File: src/scs_pkg.sv
package scs_pkg;

  // ----------------------------------------------------------------
  // register map
  // ----------------------------------------------------------------
  localparam logic [7:0] SOFT_RESET_CONTROL_OFS = 8'h00;
  localparam logic [7:0] LANE_POWER_DOWN_OFS    = 8'h01;
  localparam logic [7:0] POWER_DOWN_GATE_OFS    = 8'h02;
  localparam logic [7:0] SOFT_RESET_CONTROL_RST = 8'h00;
  localparam logic [7:0] LANE_POWER_DOWN_RST    = 8'h00;
  localparam logic [7:0] POWER_DOWN_GATE_RST    = 8'h00;
  localparam logic [7:0] UNMAPPED_READ_VAL      = 8'h00;
  localparam logic [7:0] PD_OFF_VAL             = 8'h00;
  localparam int         SOFT_RESET_BIT         = 0;
  localparam int         PD_GATE_BIT            = 0;

  // ----------------------------------------------------------------
  // slave address: base byte, straps replace bits 4:1
  // ----------------------------------------------------------------
  localparam logic [7:0] SLAVE_BASE_BYTE  = 8'ha0;
  localparam int         STRAP_LSB        = 1;
  localparam int         STRAP_MSB        = 4;
  localparam logic [3:0] STRAP_DEFAULT    = 4'h0;
  localparam logic [3:0] BITS_PER_BYTE    = 4'h8;

  // ----------------------------------------------------------------
  // bus timing at the 25 MHz core clock
  // ----------------------------------------------------------------
  localparam int CLK_PERIOD_NS   = 40;
  localparam int T_BUF_NS        = 4700;
  localparam int T_HIGH_MAX_NS   = 50000;
  localparam int IDLE_CNT_W      = 11;
  localparam logic [IDLE_CNT_W-1:0] T_BUF_CYC =
    IDLE_CNT_W'((T_BUF_NS + CLK_PERIOD_NS - 1) / CLK_PERIOD_NS);
  localparam logic [IDLE_CNT_W-1:0] T_HIGH_CYC =
    IDLE_CNT_W'(T_HIGH_MAX_NS / CLK_PERIOD_NS);

  // ----------------------------------------------------------------
  // transfer phases
  // ----------------------------------------------------------------
  typedef enum logic [2:0] {
    ST_IDLE   = 3'b000,
    ST_ADDR   = 3'b001,
    ST_REG    = 3'b010,
    ST_WDATA  = 3'b011,
    ST_RDATA  = 3'b100,
    ST_IGNORE = 3'b101
  } scs_state_t;

  function automatic logic scs_addr_match(input logic [7:0] addr_byte,
                                          input logic [3:0] strap);
    logic [7:0] want;
    want = SLAVE_BASE_BYTE;
    want[STRAP_MSB:STRAP_LSB] = strap;
    return addr_byte[7:1] == want[7:1];
  endfunction

endpackage

File: src/scs_config_slave.sv
`timescale 1ns/1ps
// Overview of operation
// serial interface and register access work only while mode pin is high
// slave address byte is A0 hex with four straps on bits 4 to 1
// straps have internal pull-downs; an open strap reads zero
// data line only changes while clock is low, except START and STOP
// data falling while clock high is START
// data rising while clock high is STOP
// idle after bus-free time past STOP, or after maximum clock-high time
// host write: START, address+0, register address, data, STOP
// device acks matching address, register address and every written byte
// host read: write register address, repeated START, address+1
// after read address ack, device shifts out addressed register, MSB first
// host ends read with NACK then STOP
// host writes only permitted de-emphasis codes
// host keeps output amplitude at least 1000 mV
// host should soft reset then load recommended settings
// writing 1 to bit 0 at 0x00 restores all register defaults
// host writes zero to reserved bits
// one power-down bit per lane path; set bit powers it down
// registers return to defaults at power-up and when mode pin low
// lane power-down bits act only while gate bit at 0x02 is set
// address mismatch leaves data line released, rest of transfer ignored
module scs_config_slave
  import scs_pkg::*;
(
  // clock and reset
  input  wire logic       clk,
  input  wire logic       resetn,
  // serial bus pins
  input  wire logic       serial_clock_line,
  input  wire logic       sda_in,
  output logic            sda_out,
  output logic            sda_oe_n,
  // mode and address straps
  input  wire logic       serial_mode_enable_pin,
  input  wire logic [3:0] addr_strap,
  // lane control and bus idle flag
  output logic [7:0]      lane_power_down_bits,
  output logic            bus_idle
);

  // ----------------------------------------------------------------
  // pin synchronisers
  // ----------------------------------------------------------------
  logic       scl_s, sda_s, mode_s;
  logic [3:0] strap_s;

  // lines reset to their idle high level: no false clock edge after reset
  scs_sync #(.WIDTH(3), .RST_VAL(3'h7)) u_sync_bus (
    .clk      (clk),
    .resetn   (resetn),
    .pin_in   ({serial_clock_line, sda_in, serial_mode_enable_pin}),
    .pin_sync ({scl_s, sda_s, mode_s})
  );

  // open straps read zero through the internal pull-down
  scs_sync #(.WIDTH(4), .RST_VAL(STRAP_DEFAULT)) u_sync_strap (
    .clk      (clk),
    .resetn   (resetn),
    .pin_in   (addr_strap),
    .pin_sync (strap_s)
  );

  // ----------------------------------------------------------------
  // line events
  // ----------------------------------------------------------------
  logic scl_d_r, sda_d_r;
  wire  start_ev = mode_s & scl_s & scl_d_r & sda_d_r & ~sda_s;
  wire  stop_ev  = mode_s & scl_s & scl_d_r & ~sda_d_r & sda_s;
  wire  scl_rise = scl_s & ~scl_d_r;
  wire  scl_fall = ~scl_s & scl_d_r;

  // ----------------------------------------------------------------
  // state
  // ----------------------------------------------------------------
  scs_state_t st_r, st_nxt;
  logic [3:0] cnt_r;
  logic       ack_r;
  logic       rw_r;
  logic       mnack_r;
  logic [7:0] rx_r, tx_r, ptr_r;
  logic       oe_n_r, oe_n_nxt;
  logic [7:0] rst_reg_r, pd_lanes_r, pd_gate_r;
  logic       after_stop_r;
  logic [IDLE_CNT_W-1:0] hi_cnt_r;

  wire byte_done = scl_fall & ~ack_r & (cnt_r == BITS_PER_BYTE);
  wire ack_done  = scl_fall & ack_r;
  wire match     = scs_addr_match(rx_r, strap_s);
  wire wr_en     = byte_done & (st_r == ST_WDATA);
  wire soft_rst  = wr_en & (ptr_r == SOFT_RESET_CONTROL_OFS) & rx_r[SOFT_RESET_BIT];
  wire clr_regs  = ~mode_s | soft_rst;

  // ----------------------------------------------------------------
  // register read mux
  // ----------------------------------------------------------------
  wire [7:0] rd_data =
    (ptr_r == SOFT_RESET_CONTROL_OFS) ? rst_reg_r  :
    (ptr_r == LANE_POWER_DOWN_OFS)    ? pd_lanes_r :
    (ptr_r == POWER_DOWN_GATE_OFS)    ? pd_gate_r  : UNMAPPED_READ_VAL;

  // ----------------------------------------------------------------
  // next state and data-line drive
  // ----------------------------------------------------------------
  always_comb begin
    st_nxt   = st_r;
    oe_n_nxt = oe_n_r;
    if (!mode_s) begin
      st_nxt   = ST_IDLE;
      oe_n_nxt = 1'b1;
    end else if (start_ev) begin
      st_nxt   = ST_ADDR;
      oe_n_nxt = 1'b1;
    end else if (stop_ev) begin
      st_nxt   = ST_IDLE;
      oe_n_nxt = 1'b1;
    end else if (byte_done) begin
      case (st_r)
        ST_ADDR:  begin
          st_nxt   = match ? ST_ADDR : ST_IGNORE;
          oe_n_nxt = ~match;
        end
        ST_REG, ST_WDATA: oe_n_nxt = 1'b0;
        default:  oe_n_nxt = 1'b1;
      endcase
    end else if (ack_done) begin
      case (st_r)
        ST_ADDR:  begin
          st_nxt   = rw_r ? ST_RDATA : ST_REG;
          oe_n_nxt = rw_r ? rd_data[7] : 1'b1;
        end
        ST_REG:   begin
          st_nxt   = ST_WDATA;
          oe_n_nxt = 1'b1;
        end
        ST_RDATA: begin
          st_nxt   = mnack_r ? ST_IGNORE : ST_RDATA;
          oe_n_nxt = mnack_r ? 1'b1 : rd_data[7];
        end
        default:  oe_n_nxt = 1'b1;
      endcase
    end else if (scl_fall & (st_r == ST_RDATA) & ~ack_r) begin
      oe_n_nxt = tx_r[6];
    end
  end

  // ----------------------------------------------------------------
  // bit engine
  // ----------------------------------------------------------------
  always_ff @(posedge clk or negedge resetn) begin
    if (!resetn) begin
      scl_d_r <= 1'b1;
      sda_d_r <= 1'b1;
      st_r    <= ST_IDLE;
      oe_n_r  <= 1'b1;
      sda_out <= 1'b0;
    end else begin
      scl_d_r <= scl_s;
      sda_d_r <= sda_s;
      st_r    <= st_nxt;
      oe_n_r  <= oe_n_nxt;
      sda_out <= 1'b0;
    end
  end

  always_ff @(posedge clk or negedge resetn) begin
    if (!resetn) begin
      cnt_r   <= 4'h0;
      ack_r   <= 1'b0;
      rw_r    <= 1'b0;
      mnack_r <= 1'b1;
      rx_r    <= 8'h00;
      tx_r    <= 8'h00;
      ptr_r   <= 8'h00;
    end else if (start_ev | stop_ev | ~mode_s) begin
      cnt_r <= 4'h0;
      ack_r <= 1'b0;
    end else if (byte_done) begin
      cnt_r <= 4'h0;
      ack_r <= 1'b1;
      if (st_r == ST_ADDR)
        rw_r <= rx_r[0];
      if (st_r == ST_REG)
        ptr_r <= rx_r;
    end else if (ack_done) begin
      ack_r <= 1'b0;
      tx_r  <= rd_data;
    end else if (scl_rise & ack_r) begin
      mnack_r <= sda_s;
    end else if (scl_rise) begin
      rx_r  <= {rx_r[6:0], sda_s};
      cnt_r <= cnt_r + 4'h1;
    end else if (scl_fall & (st_r == ST_RDATA)) begin
      tx_r <= {tx_r[6:0], 1'b0};
    end
  end

  assign sda_oe_n = oe_n_r;

  // ----------------------------------------------------------------
  // configuration registers
  // ----------------------------------------------------------------
  always_ff @(posedge clk or negedge resetn) begin
    if (!resetn) begin
      rst_reg_r  <= SOFT_RESET_CONTROL_RST;
      pd_lanes_r <= LANE_POWER_DOWN_RST;
      pd_gate_r  <= POWER_DOWN_GATE_RST;
    end else if (clr_regs) begin
      rst_reg_r  <= SOFT_RESET_CONTROL_RST;
      pd_lanes_r <= LANE_POWER_DOWN_RST;
      pd_gate_r  <= POWER_DOWN_GATE_RST;
    end else if (wr_en) begin
      if (ptr_r == SOFT_RESET_CONTROL_OFS)
        rst_reg_r <= rx_r;
      if (ptr_r == LANE_POWER_DOWN_OFS)
        pd_lanes_r <= rx_r;
      if (ptr_r == POWER_DOWN_GATE_OFS)
        pd_gate_r <= rx_r;
    end
  end

  // lane bits only reach the lanes while the gate bit is set
  always_ff @(posedge clk or negedge resetn) begin
    if (!resetn)
      lane_power_down_bits <= PD_OFF_VAL;
    else
      lane_power_down_bits <= pd_gate_r[PD_GATE_BIT] ? pd_lanes_r : PD_OFF_VAL;
  end

  // ----------------------------------------------------------------
  // idle detection
  // ----------------------------------------------------------------
  always_ff @(posedge clk or negedge resetn) begin
    if (!resetn) begin
      hi_cnt_r     <= '0;
      after_stop_r <= 1'b0;
      bus_idle     <= 1'b0;
    end else begin
      if (stop_ev)
        after_stop_r <= 1'b1;
      else if (start_ev)
        after_stop_r <= 1'b0;
      if (!(scl_s & sda_s))
        hi_cnt_r <= '0;
      else if (hi_cnt_r != T_HIGH_CYC)
        hi_cnt_r <= hi_cnt_r + IDLE_CNT_W'(1);
      bus_idle <= (scl_s & sda_s) &
                  ((after_stop_r & (hi_cnt_r >= T_BUF_CYC)) |
                   (hi_cnt_r >= T_HIGH_CYC));
    end
  end
endmodule // scs_config_slave

File: src/scs_sync.sv
`timescale 1ns/1ps
// ------------------------------------------------------------------
// two-flop synchroniser for a group of pin levels
// ------------------------------------------------------------------
module scs_sync #(
  parameter int          WIDTH = 1,
  parameter logic [WIDTH-1:0] RST_VAL = '0
) (
  // clock and reset
  input  wire logic             clk,
  input  wire logic             resetn,
  // levels
  input  wire logic [WIDTH-1:0] pin_in,
  output logic      [WIDTH-1:0] pin_sync
);

  logic [WIDTH-1:0] meta_r;

  always_ff @(posedge clk or negedge resetn) begin
    if (!resetn) begin
      meta_r   <= RST_VAL;
      pin_sync <= RST_VAL;
    end else begin
      meta_r   <= pin_in;
      pin_sync <= meta_r;
    end
  end

endmodule // scs_sync

File: config.mk
export PLATFORM = sky130hd
export DESIGN_NAME = scs_config_slave
export DESIGN_NICKNAME = d
export VERILOG_FILES = /design/src/scs_pkg.sv /design/src/scs_config_slave.sv /design/src/scs_sync.sv
export SDC_FILE = /design/constraint.sdc
export NUM_CORES = 1
export LEC_CHECK = 0
export ABC_AREA = 1
export BUFFER_PORTS_ARGS = -buffer_cell sky130_fd_sc_hd__clkbuf_2
export CAP_MARGIN = 20
export CORE_MARGIN = 5
export CORE_UTILIZATION = 61
export CTS_BUF_LIST = sky130_fd_sc_hd__clkbuf_8
export DETAILED_ROUTE_END_ITERATION = 10
export GPL_TIMING_DRIVEN = 0
export HOLD_SLACK_MARGIN = 0.08
export PLACE_DENSITY_LB_ADDON = 0.1
export SLEW_MARGIN = 20
export SYNTH_ARGS = -nofsm -noshare
export SYNTH_HDL_FRONTEND = slang
export SYNTH_HIERARCHICAL = 1
export SYNTH_SLANG_ARGS = --single-unit
export TNS_END_PERCENT = 100
File: constraint.sdc
create_clock -name clk -period 1.94 [get_ports clk]
set_clock_uncertainty 0.2 [all_clocks]
set_input_delay 0.194 -clock clk [delete_from_list [all_inputs] [get_ports clk]]
set_output_delay 0.194 -clock clk [all_outputs]
set_load 0.01 [all_outputs]
## Word-level counts from Yosys, hierarchy flattened

Cells that the tools add are included.

| operators by class | value |
|---|---|
| add/sub/neg operators | 2 |
| equal/unequal tests | 18 |
| order comparisons | 2 |
| multiplexer cells | 49 |
| bitwise logic cells | 35 |
| reductions and logical operators | 20 |

Operator list:

| cell | count |
|---|---|
| $mux W8 | 13 |
| $mux W7 | 4 |
| $mux W3 | 8 |
| $mux W11 | 2 |
| $and A1 B1 Y1 | 20 |
| $mux W4 | 5 |
| $mux W1 | 14 |
| $ne A6 B6 Y1 const B | 2 |
| $reduce_and A3 Y1 | 4 |
| $reduce_bool A2 Y1 | 6 |
| $add A11 B1 Y11 const B | 1 |
| $ge A11 B11 Y1 const B | 1 |
| $ge A11 B7 Y1 const B | 1 |
| $ne A11 B11 Y1 const B | 1 |
| $not A1 Y1 | 11 |
| $ne A5 B5 Y1 const B | 2 |
| $reduce_and A5 Y1 | 2 |
| $pmux W3 S3 | 1 |
| $eq A8 B1 Y1 const B | 1 |
| $eq A8 B2 Y1 const B | 1 |
| $logic_not A8 Y1 | 1 |
| $eq A7 B7 Y1 | 1 |
| $eq A3 B2 Y1 const B | 2 |
| $reduce_and A2 Y1 | 3 |
| other kinds (13) | 19 |

| word-level totals | value |
|---|---|
| logic and storage cells | 148 |
| register bits after elaboration | 95 |
| input port bits | 9 |
| output and inout bits | 11 |

## Depth between registers and ports, before layout

Gate-level depths: netlist of run 1.

| logic depth | value |
|---|---|
| depth after elaboration | 11 |
| mapped depth | 12 |
| gate-level depth less buffers | 11 |

## Modules after synthesis

Netlist of run 1, hierarchy kept.

Modules (own cells, without submodules):

| module | cells an instance | times used | seq. area each (sq um) | area each (sq um) |
|---|---|---|---|---|
| scs_config_slave | 540 | 1 | 2031.9 | 4229.1 |
| scs_sync at u_sync_strap | 8 | 1 | 200.2 | 200.2 |
| scs_sync at u_sync_bus | 6 | 1 | 157.7 | 157.7 |

## Worst setup path after synthesis of run 1

OpenSTA, ideal clock, no wires.

| timing path | value |
|---|---|
| path type | register -> register |
| from | reg cnt_r[0] |
| to | reg ptr_r[6] |
| path slack | 0.170 ns |
| setup time | 0.118 ns |
| data required time | 1.622 ns |
| data arrival time | 1.452 ns |
| period minus slack after synthesis | 1.770 ns |
| cell stages (with the launch flop) | 11 |
| buffers on the path | 1 |
| path through | dfrtp_1 > inv_1 > ha_1 > nand2_1 > inv_1 > nand3_4 > nor2_2 > nand2_2 > buf_6 > nand2_1 > o21ai_2 |

| on the way | value |
|---|---|
| longest elaborated chain between the ends | 3 |

RTL lines:

| element | line | source |
|---|---|---|
| start: declaration | scs_config_slave.sv:78 | `logic [3:0] cnt_r;` |
| start signal: assignment | scs_config_slave.sv:193 | `cnt_r <= cnt_r + 4'h1;` |
| $eq A4 B4 Y1 | scs_config_slave.sv:88 | `wire byte_done = scl_fall & ~ack_r & (cnt_r == BITS_PER_BYTE);` |
| $and A1 B1 Y1 | scs_config_slave.sv:88 |  |
| $reduce_and A3 Y1 (no line) | -- |  |
| end signal: assignment | scs_config_slave.sv:185 | `ptr_r <= rx_r;` |
| end: declaration | scs_config_slave.sv:82 | `logic [7:0] rx_r, tx_r, ptr_r;` |

No other way between the ends.
A chain may end at the register's enable or synchronous reset.

## Final worst setup path of run 1

| timing path | value |
|---|---|
| from | reg scl_d_r |
| to | reg pd_gate_r[3] |

| on the way | value |
|---|---|
| longest elaborated chain between the ends | 9 |
| elaborated cells between the ends (all ways) | 11 |
| classes of those cells | mux: 1; bitwise: 7; reduce/logical: 3 |

RTL lines:

| element | line | source |
|---|---|---|
| start: declaration | scs_config_slave.sv:68 | `logic scl_d_r, sda_d_r;` |
| start signal: assignment | scs_config_slave.sv:159 | `scl_d_r <= scl_s;` |
| $and A1 B1 Y1 (*) | scs_config_slave.sv:72 | `wire scl_fall = ~scl_s & scl_d_r;` |
| $and A1 B1 Y1 (*) (2 in series) | scs_config_slave.sv:88 |  |
| $and A1 B1 Y1 (*) | scs_config_slave.sv:91 | `wire wr_en = byte_done & (st_r == ST_WDATA);` |
| $and A1 B1 Y1 (2 in series) | scs_config_slave.sv:92 | `wire soft_rst = wr_en & (ptr_r == SOFT_RESET_CONTROL_OFS) & rx_r[SOFT_RESET_BIT];` |
| $or A1 B1 Y1 | scs_config_slave.sv:93 | `wire clr_regs = ~mode_s \| soft_rst;` |
| $reduce_bool A2 Y1 (no line) | -- |  |
| $reduce_and A2 Y1 (no line) | -- |  |
| end signal: assignment | scs_config_slave.sv:219 | `pd_gate_r <= rx_r;` |
| end: declaration | scs_config_slave.sv:84 | `logic [7:0] rst_reg_r, pd_lanes_r, pd_gate_r;` |

Every way passes the cells marked *; elsewhere a longest branch is shown, timed or not.

==> impl_metrics.csv, run 1 <==
group,metric,value,unit
status,status,"finished clean",
timing,max_freq,517.0,MHz
timing,final-max-slew-violation-count,0,
timing,timing.slew.headroom,48.76,%
worst_setup_path,cp_common_cell,"nand3_4",
timing,worst_pin_slew,0.7686,ns
timing,fin_crit,1.934,ns
synth,postSynth.asyncResetShare,100.0,%
worst_setup_path,arrival,2.01,ns
hold_path,hold_class,"flip-flop to flip-flop",
routing,drc,0,
routing,ant_nets,0,
routing,num_vias,3781,
timing,final_hold_viol_count,0,
pwr,comb_power_share,11.9,%
grt,antenna_found_initial,0,
floorplan,core,7292,sq um
worst_setup_path,cp_cell_sequence,"inv_2 -> nor2_4 -> nand3_4 -> nor2_8 -> nand3_4 -> clkbuf_16 -> nand4_1 -> o21ai_2",
clock_network,clk_pin_slew,0.10,ns
worst_setup_path,cp-end-kind,"flip-flop",
hold_path,holdPathEnd,"u_sync_strap/pin_sync[0]",
timing,rsz0062_at_grt,"yes",
finish,area_growth,18.11,%
synth,syn_nets,567,
pwr,ir_worst_vdd,700.6,uV
synth,ys_warn_count,6,
pwr,switching_share,30.28,%
hold_path,hold_depth,0,
pwr,seqPwrFrac,55.6,%
synth,avgSynthCellArea,8.280,sq um
placed_design,gp_congestion,0.9185,
finish,regArea,2390,sq um
routing,wl_per_cell,14.22,microns
floorplan,fp.dieH,96.72,microns
worst_setup_path,slowest_stage,"dfstp_2",
placed_design,io_buffers,18,
synth,ys_seq_area_share,52.10,%
synth,synth_area,4587,sq um
routing,first_iter_violations,200,
worst_setup_path,reg2reg_depth,8,
finish,post-route-util,74.30,%
finish,fin_cells,711,
worst_setup_path,path_delay_family,"simple AND/OR/NAND/NOR gates",
routing,drtPass1Iterations,4,
hold_path,min_from,"u_sync_strap/meta_r[0]",
clock_network,cts_tree,"done",
finish,fill_cells,550,
timing,setup_viol,0,
synth,synth_edf_count,0,
synth,ys_seq_elements,95,
worst_setup_path,worstPathRequired,2.01,ns
clock_network,cts_sinks,95,
pwr,power_density,733.1,nW/um^2
clock_network,insertion_delay,0.38,ns
timing,fin_crit_sh,99.70,%
pwr,p_sw,1.202,mW
grt,track_usage,21.07,%
clock_network,cts-root-buf,"clkbuf_8",
worst_setup_path,path_max_fanout,7,
pwr,clock_power_share,32.6,%
flow_run,drv_cap,0,
synth,ys.flop_type,"dfrtp_1",
worst_setup_path,crit_buf_inv,2,
finish,drive_above_1_share,20.59,%
worst_setup_path,ff2ff_setup_slack,0.006,ns
synth,synth.distinct_cells,35,
grt,grt_pass1_vias,3558,
clock_network,numCtsBuffers,9,
pwr,p_int,2.769,mW
pwr,leakage,2.722,nW
worst_setup_path,crit_type,"flip-flop to flip-flop",
finish,antenna_cells,0,
worst_setup_path,r2r-end,"pd_gate_r[3]",
grt,grt_max_degree,96,
floorplan,ios,20,
finish,fin_nets,620,
floorplan,initial_core_util,62.90,%
floorplan,die_w,96.72,microns
finish,fin_area,5418,sq um
placed_design,post-place-cells,672,
clock_network,cts_buffer_depth,2,
clock_network,cts_max_level,3,
placed_design,dpl.hpwl,6585,microns
synth,syn_inst,554,
routing,viasPerCell,5.318,
routing,finalWirelength,10110,microns
grt,grt_pass1_wl,16260,microns
floorplan,die_area,9354,sq um
worst_setup_path,cpPeakStageDelay,0.60,ns
finish,multi_input_area,1924,sq um
floorplan,rows,31,
grt,grt_overflow,0,
worst_setup_path,r2r-start,"scl_d_r",
worst_setup_path,worstSetupStartpointType,"flip-flop",
placed_design,place_area,4837,sq um
[Yosys cell counts (2+ instances only)]
master    count  area, sq um
a21boi_0      2        15.01
o211ai_1      6        45.04
dfrtp_1      85         2127
nor2_1       42        157.7
nor2_2        4        25.02
inv_2         3        11.26
buf_1         2        7.510
ha_1          4        50.05
xor2_1        4        35.03
buf_2         5        25.02
a31oi_1       2        12.51
nand3_2       7        70.07
nand4_1      22        137.6
a21oi_1      21        105.1
buf_6         5        56.30
o21ai_2       5        43.79
nor3_1        7        35.03
clkbuf_1      2        7.510
o21ai_1      28        140.1
dfstp_2      10        262.8
o21ai_0      18        90.09
nand2_1     149        559.3
nand2_2       6        37.54
nand3_1      28        140.1
inv_1        75        281.5
buf_4         3        22.52
[per-layer routing]
layer	up-vias	global-route usage [%]	share of wire [%]
met5	-	0	0
met4	0	7.451	2.0
li1	1878	-	-
met2	87	35.56	51
met1	1798	27.04	43
met3	18	4.173	3.4
[worst max-delay path by stage]
stage,startpoint,end,slack (ns),depth (start not counted)
after global routing,cnt_r[1],pd_lanes_r[7],-0.09,10
after detailed placement,cnt_r[0],ptr_r[6],-0.09,10
after floorplan,cnt_r[0],ptr_r[6],0.17,10
final,scl_d_r,pd_gate_r[3],0.006,8
after global placement,resetn,u_sync_strap/meta_r[3],-0.67,1
after CTS,cnt_r[1],pd_gate_r[3],0.007,10
[cell usage in the layout (no fill, tap or decap), drive strengths merged]
cell type | Yosys | routed
a21boi | 2 | 2
ha | 4 | 4
xnor2 | 1 | 1
and3 | 1 | 1
a21oi | 22 | 22
a31oi | 2 | 2
inv | 78 | 84
o211ai | 6 | 6
nor2 | 48 | 48
nand3 | 36 | 36
clkbuf | 2 | 30
conb | 1 | 1
dfrtp | 85 | 85
or2 | 1 | 1
dfstp | 10 | 10
clkinv | 1 | 2
dlygate4sd3 | 0 | 8
nor3 | 7 | 7
xor2 | 4 | 4
nand2 | 155 | 155
buf | 15 | 30
o21ai | 51 | 51
nand4 | 22 | 22
[flip-flops by register name, summed over array words and instances, names as in the netlist, 3 cells and up]
register / count
st_r: 3
u_sync_strap/meta_r: 4
u_sync_strap/pin_sync: 4
pd_lanes_r: 8
pd_gate_r: 8
rx_r: 8
ptr_r: 8
hi_cnt_r: 11
lane_power_down_bits: 8
rst_reg_r: 8
tx_r: 7
u_sync_bus/pin_sync: 3
u_sync_bus/meta_r: 3
cnt_r: 4
[final cells by class]
class	instances	share of cell area, %
Clock inverter	7	1.270
Clock buffer	9	2.286
Timing Repair Buffer	42	6.351
Buffer	17	2.656
Tap cell	99	2.286
Sequential cell	95	44.11
Multi-Input combinational cell	363	35.52
Inverter	79	5.520
[power groups by stage]
stage               Clock, mW  Combinational (mW)  Sequential (mW)
global route             1.39               0.536             2.22
detailed placement          0               0.397             2.23
floorplan                   0               0.277             2.20
CTS                      1.32               0.428             2.19
finish                   1.29               0.471             2.21
global placement            0               0.381             2.23
[logic make-up after synthesis]
kind of cell / after synthesis / synth area share, %
compound gates: 83 / 10.04
xor+xnor: 5 / 0.9547
fa+ha+maj: 4 / 1.091
buf+inv: 96 / 9.056
flops: 95 / 52.10
other cells: 1 / 0.08175
simple gates: 270 / 26.68
[worst register-to-register path, stage by stage (launching register included)]
cell and delay [ns]:
dfstp_2 0.60, inv_2 0.06, nor2_4 0.12, nand3_4 0.16, nor2_8 0.18, nand3_4 0.16
clkbuf_16 0.20, nand4_1 0.09, o21ai_2 0.08
[repair_timing]
item / CTS / global route
endpoints found under the hold margin: 102 / 0
cloned: 0 / 4
endpoints found under the setup margin: 21 / 52
buffers inserted: 6 / 5
resized for setup: 4 / 51
hold buffers: 8 / 0
pin swaps: 2 / 7
[stage by stage]
step	hold slack [ns]	power, mW	TNS, ns	worst slack, ns
finish	0.1594	3.972	0	0.005781
global route	0.1697	4.155	-1.617	-0.09132
CTS	0.1629	3.937	0	0.006903
detailed placement	0.08031	2.629	-0.4843	-0.09040
global placement	0.08272	2.610	-57.15	-0.6658
floorplan	-0.3016	2.474	0	0.1696
Note: power is estimated with default switching activity, not from simulation.
==> inputs of run 2 (changes only) <==
Settings changed: CORE_MARGIN 5 to not set, SYNTH_HIERARCHICAL 1 to not set.
==> run 2 against run 1 <==
Sequential cell count stayed put. Highest routed layer unchanged. Largest cell class unchanged. Largest power group unchanged. Register-to-register slack hardly changed. Synthesized cell count is 2.9% higher.
==> impl_metrics.csv, run 2 <==
group,metric,value,unit
finish,regArea,2391,sq um
worst_setup_path,slowest_stage,"dfrtp_1",
floorplan,die_w,89.18,microns
synth,synth_area,4636,sq um
routing,first_iter_violations,331,
grt,grt_max_degree,96,
synth,synth_top_cell_area_share,45.88,%
clock_network,clk_pin_slew,0.10,ns
clock_network,cts-root-buf,"clkbuf_8",
synth,synth.distinct_cells,36,
pwr,ir_worst_vdd,485.8,uV
timing,worst_pin_slew,0.7264,ns
timing,final-max-slew-violation-count,0,
grt,grt_overflow,0,
hold_path,hold_depth,0,
timing,rsz0062_at_grt,"yes",
timing,max_freq,518.6,MHz
hold_path,hold_class,"flip-flop to flip-flop",
routing,drc,0,
routing,ant_nets,0,
placed_design,place_worst_setup_slack,-0.07824,ns
worst_setup_path,reg2reg_depth,10,
placed_design,dpl.hpwl,6958,microns
clock_network,insertion_delay,0.36,ns
floorplan,core,7292,sq um
synth,syn_inst,570,
worst_setup_path,worstSetupStartpointType,"flip-flop",
floorplan,fp.dieH,89.18,microns
worst_setup_path,arrival,1.99,ns
timing,final.setup.worst_slack,0.01166,ns
floorplan,initial_core_util,63.57,%
placed_design,post-place-cells,687,
clock_network,numCtsBuffers,9,
floorplan,die_area,7952,sq um
synth,post-synth-top-count-cell,"nand2_1",
finish,antenna_cells,0,
synth,ys_seq_area_share,51.55,%
finish,multi_input_area,1974,sq um
placed_design,gp_congestion,0.8910,
flow_run,drv_cap,0,
timing,fin_crit_sh,99.40,%
finish,largest_reg_flops,11,
clock_network,cts_buffer_depth,2,
synth,synth_edf_count,0,
routing,wl_per_cell,14.26,microns
synth,netlist_top_cells_area,"dfrtp_1 46%, nand2_1 13%, inv_1 6.5%",
timing,timing.slew.headroom,51.58,%
timing,setup_viol,0,
status,status,"finished clean",
hold_path,holdPathEnd,"u_sync_strap.pin_sync[1]",
pwr,power_density,722.4,nW/um^2
hold_path,min_from,"u_sync_strap.meta_r[1]",
clock_network,cts_sinks,95,
worst_setup_path,r2r-start,"cnt_r[0]",
grt,grt_pass1_wl,16390,microns
finish,regMostFlops,"hi_cnt_r",
worst_setup_path,crit_buf_inv,3,
synth,postSynth.asyncResetShare,100.0,%
placed_design,io_buffers,18,
finish,final_common_cell,"nand2_1",
grt,track_usage,27.51,%
timing,fin_crit,1.928,ns
clock_network,cts_max_level,3,
worst_setup_path,path_delay_family,"simple AND/OR/NAND/NOR gates",
finish,fin_cells,740,
worst_setup_path,path_max_fanout,10,
finish,area_growth,19.49,%
pwr,totalPowerFinal,4.001,mW
worst_setup_path,worstPathRequired,2.00,ns
routing,viasPerCell,5.399,
synth,ys_warn_count,0,
routing,finalWirelength,10550,microns
grt,antenna_found_initial,0,
pwr,leakage,2.853,nW
synth,syn_nets,583,
worst_setup_path,crit_type,"flip-flop to flip-flop",
grt,grt_pass1_vias,3510,
worst_setup_path,cp-end-kind,"flip-flop",
worst_setup_path,r2r-end,"pd_lanes_r[2]",
synth,ys_seq_elements,95,
worst_setup_path,cpPeakStageDelay,0.43,ns
finish,drive_above_1_share,20.90,%
synth,synth_top_cell_by_area,"dfrtp_1",
synth,ys.flop_type,"dfrtp_1",
routing,num_vias,3995,
clock_network,cts_tree,"done",
floorplan,rows,31,
worst_setup_path,cp_cell_sequence,"inv_2 -> ha_4 -> nand2_2 -> inv_2 -> nand3_4 -> nor2_4 -> nand3_4 -> buf_6 -> nand4_1 -> nand2_1",
synth,avgSynthCellArea,8.133,sq um
worst_setup_path,ff2ff_setup_slack,0.01,ns
timing,final_hold_viol_count,0,
routing,drtPass1Iterations,5,
synth,synth_common_cells,"165 x nand2_1, 85 x dfrtp_1, 80 x inv_1",
floorplan,ios,20,
finish,fill_cells,556,
finish,fin_nets,649,
finish,final_cell_mix,"151 x nand2_1, 84 x dfrtp_1, 76 x inv_1",
==> run 2: layout make-up <==
cell class / count / share of cell area [%]
multi-input cells: 377 / 35.64
plain buffers: 15 / 2.056
flip-flops and latches: 95 / 43.17
clock buffers: 10 / 2.485
inverters: 84 / 5.828
well taps: 99 / 2.236
clock inverters: 6 / 1.355
repair buffers: 54 / 7.228
==> run 2: layer usage <==
layer / GRT usage (%) / vias up / part of all wire (%)
met5: 0 / - / 0
met4: 10.25 / 0 / 1.9
met3: 3.139 / 15 / 4.2
li1: - / 1975 / -
met2: 44.48 / 106 / 49
met1: 38.52 / 1899 / 45
==> run 2: logic make-up after synthesis <==
kind of cell               count (synthesis)  synth area share [%]
adders and majority gates                  4                 1.080
and+or+nand+nor                          303                 30.31
AOI/OAI and AO/OA                         64                 7.639
xor gates and xnor gates                   3                0.5669
buffers and inverters                    100                 8.772
other                                      1               0.08089
DFF                                       95                 51.55
==> run 2: timing repair <==
item / CTS / global route
pin swaps: 3 / 11
resized for setup: 11 / 55
cloned: 1 / 4
endpoints found under the hold margin: 92 / 0
endpoints found under the setup margin: 29 / 50
buffers inserted: 4 / 21
hold buffers: 8 / 0
==> run 2: worst max-delay path by stage <==
stage	from	to	slack, ns	cells past startpoint
floorplan	cnt_r[0]	rst_reg_r[1]	0.19	11
global placement	resetn	u_sync_strap.meta_r[2]	-0.61	1
detailed placement	cnt_r[0]	pd_gate_r[3]	-0.08	10
CTS	cnt_r[0]	st_r[0]	0.001	10
global route	cnt_r[0]	ptr_r[5]	-0.06	11
finish	cnt_r[0]	pd_lanes_r[2]	0.01	10
==> run 2: power by group <==
group          total (mW)  switching, mW  leakage, nW  internal, mW
clock                1.37          0.721        0.106         0.654
combinational       0.424          0.272         1.49         0.152
sequential           2.20          0.130         1.26          2.07
total                4.00           1.12         2.85          2.88
==> run 2: stage by stage <==
stage / util (%) / cell area, sq um / hold slack [ns] / TNS, ns
2_1_floorplan: - / 4636 / -0.3016 / 0
3_3_place_gp: 66.51 / 4850 / 0.08120 / -52.17
3_5_place_dp: 66.63 / 4858 / 0.08354 / -0.8701
4_1_cts: 71.62 / 5223 / 0.1568 / 0
5_1_grt: 75.96 / 5539 / 0.1599 / -1.066
6_report: 75.96 / 5539 / 0.1553 / 0
==> run 2: worst register-to-register path: cells and delay by family (launching register included) <==
family	cells	cell delay (ns)
buf+inv	3	0.37
simple gates	6	0.70
fa+ha+maj	1	0.13
flops	1	0.43
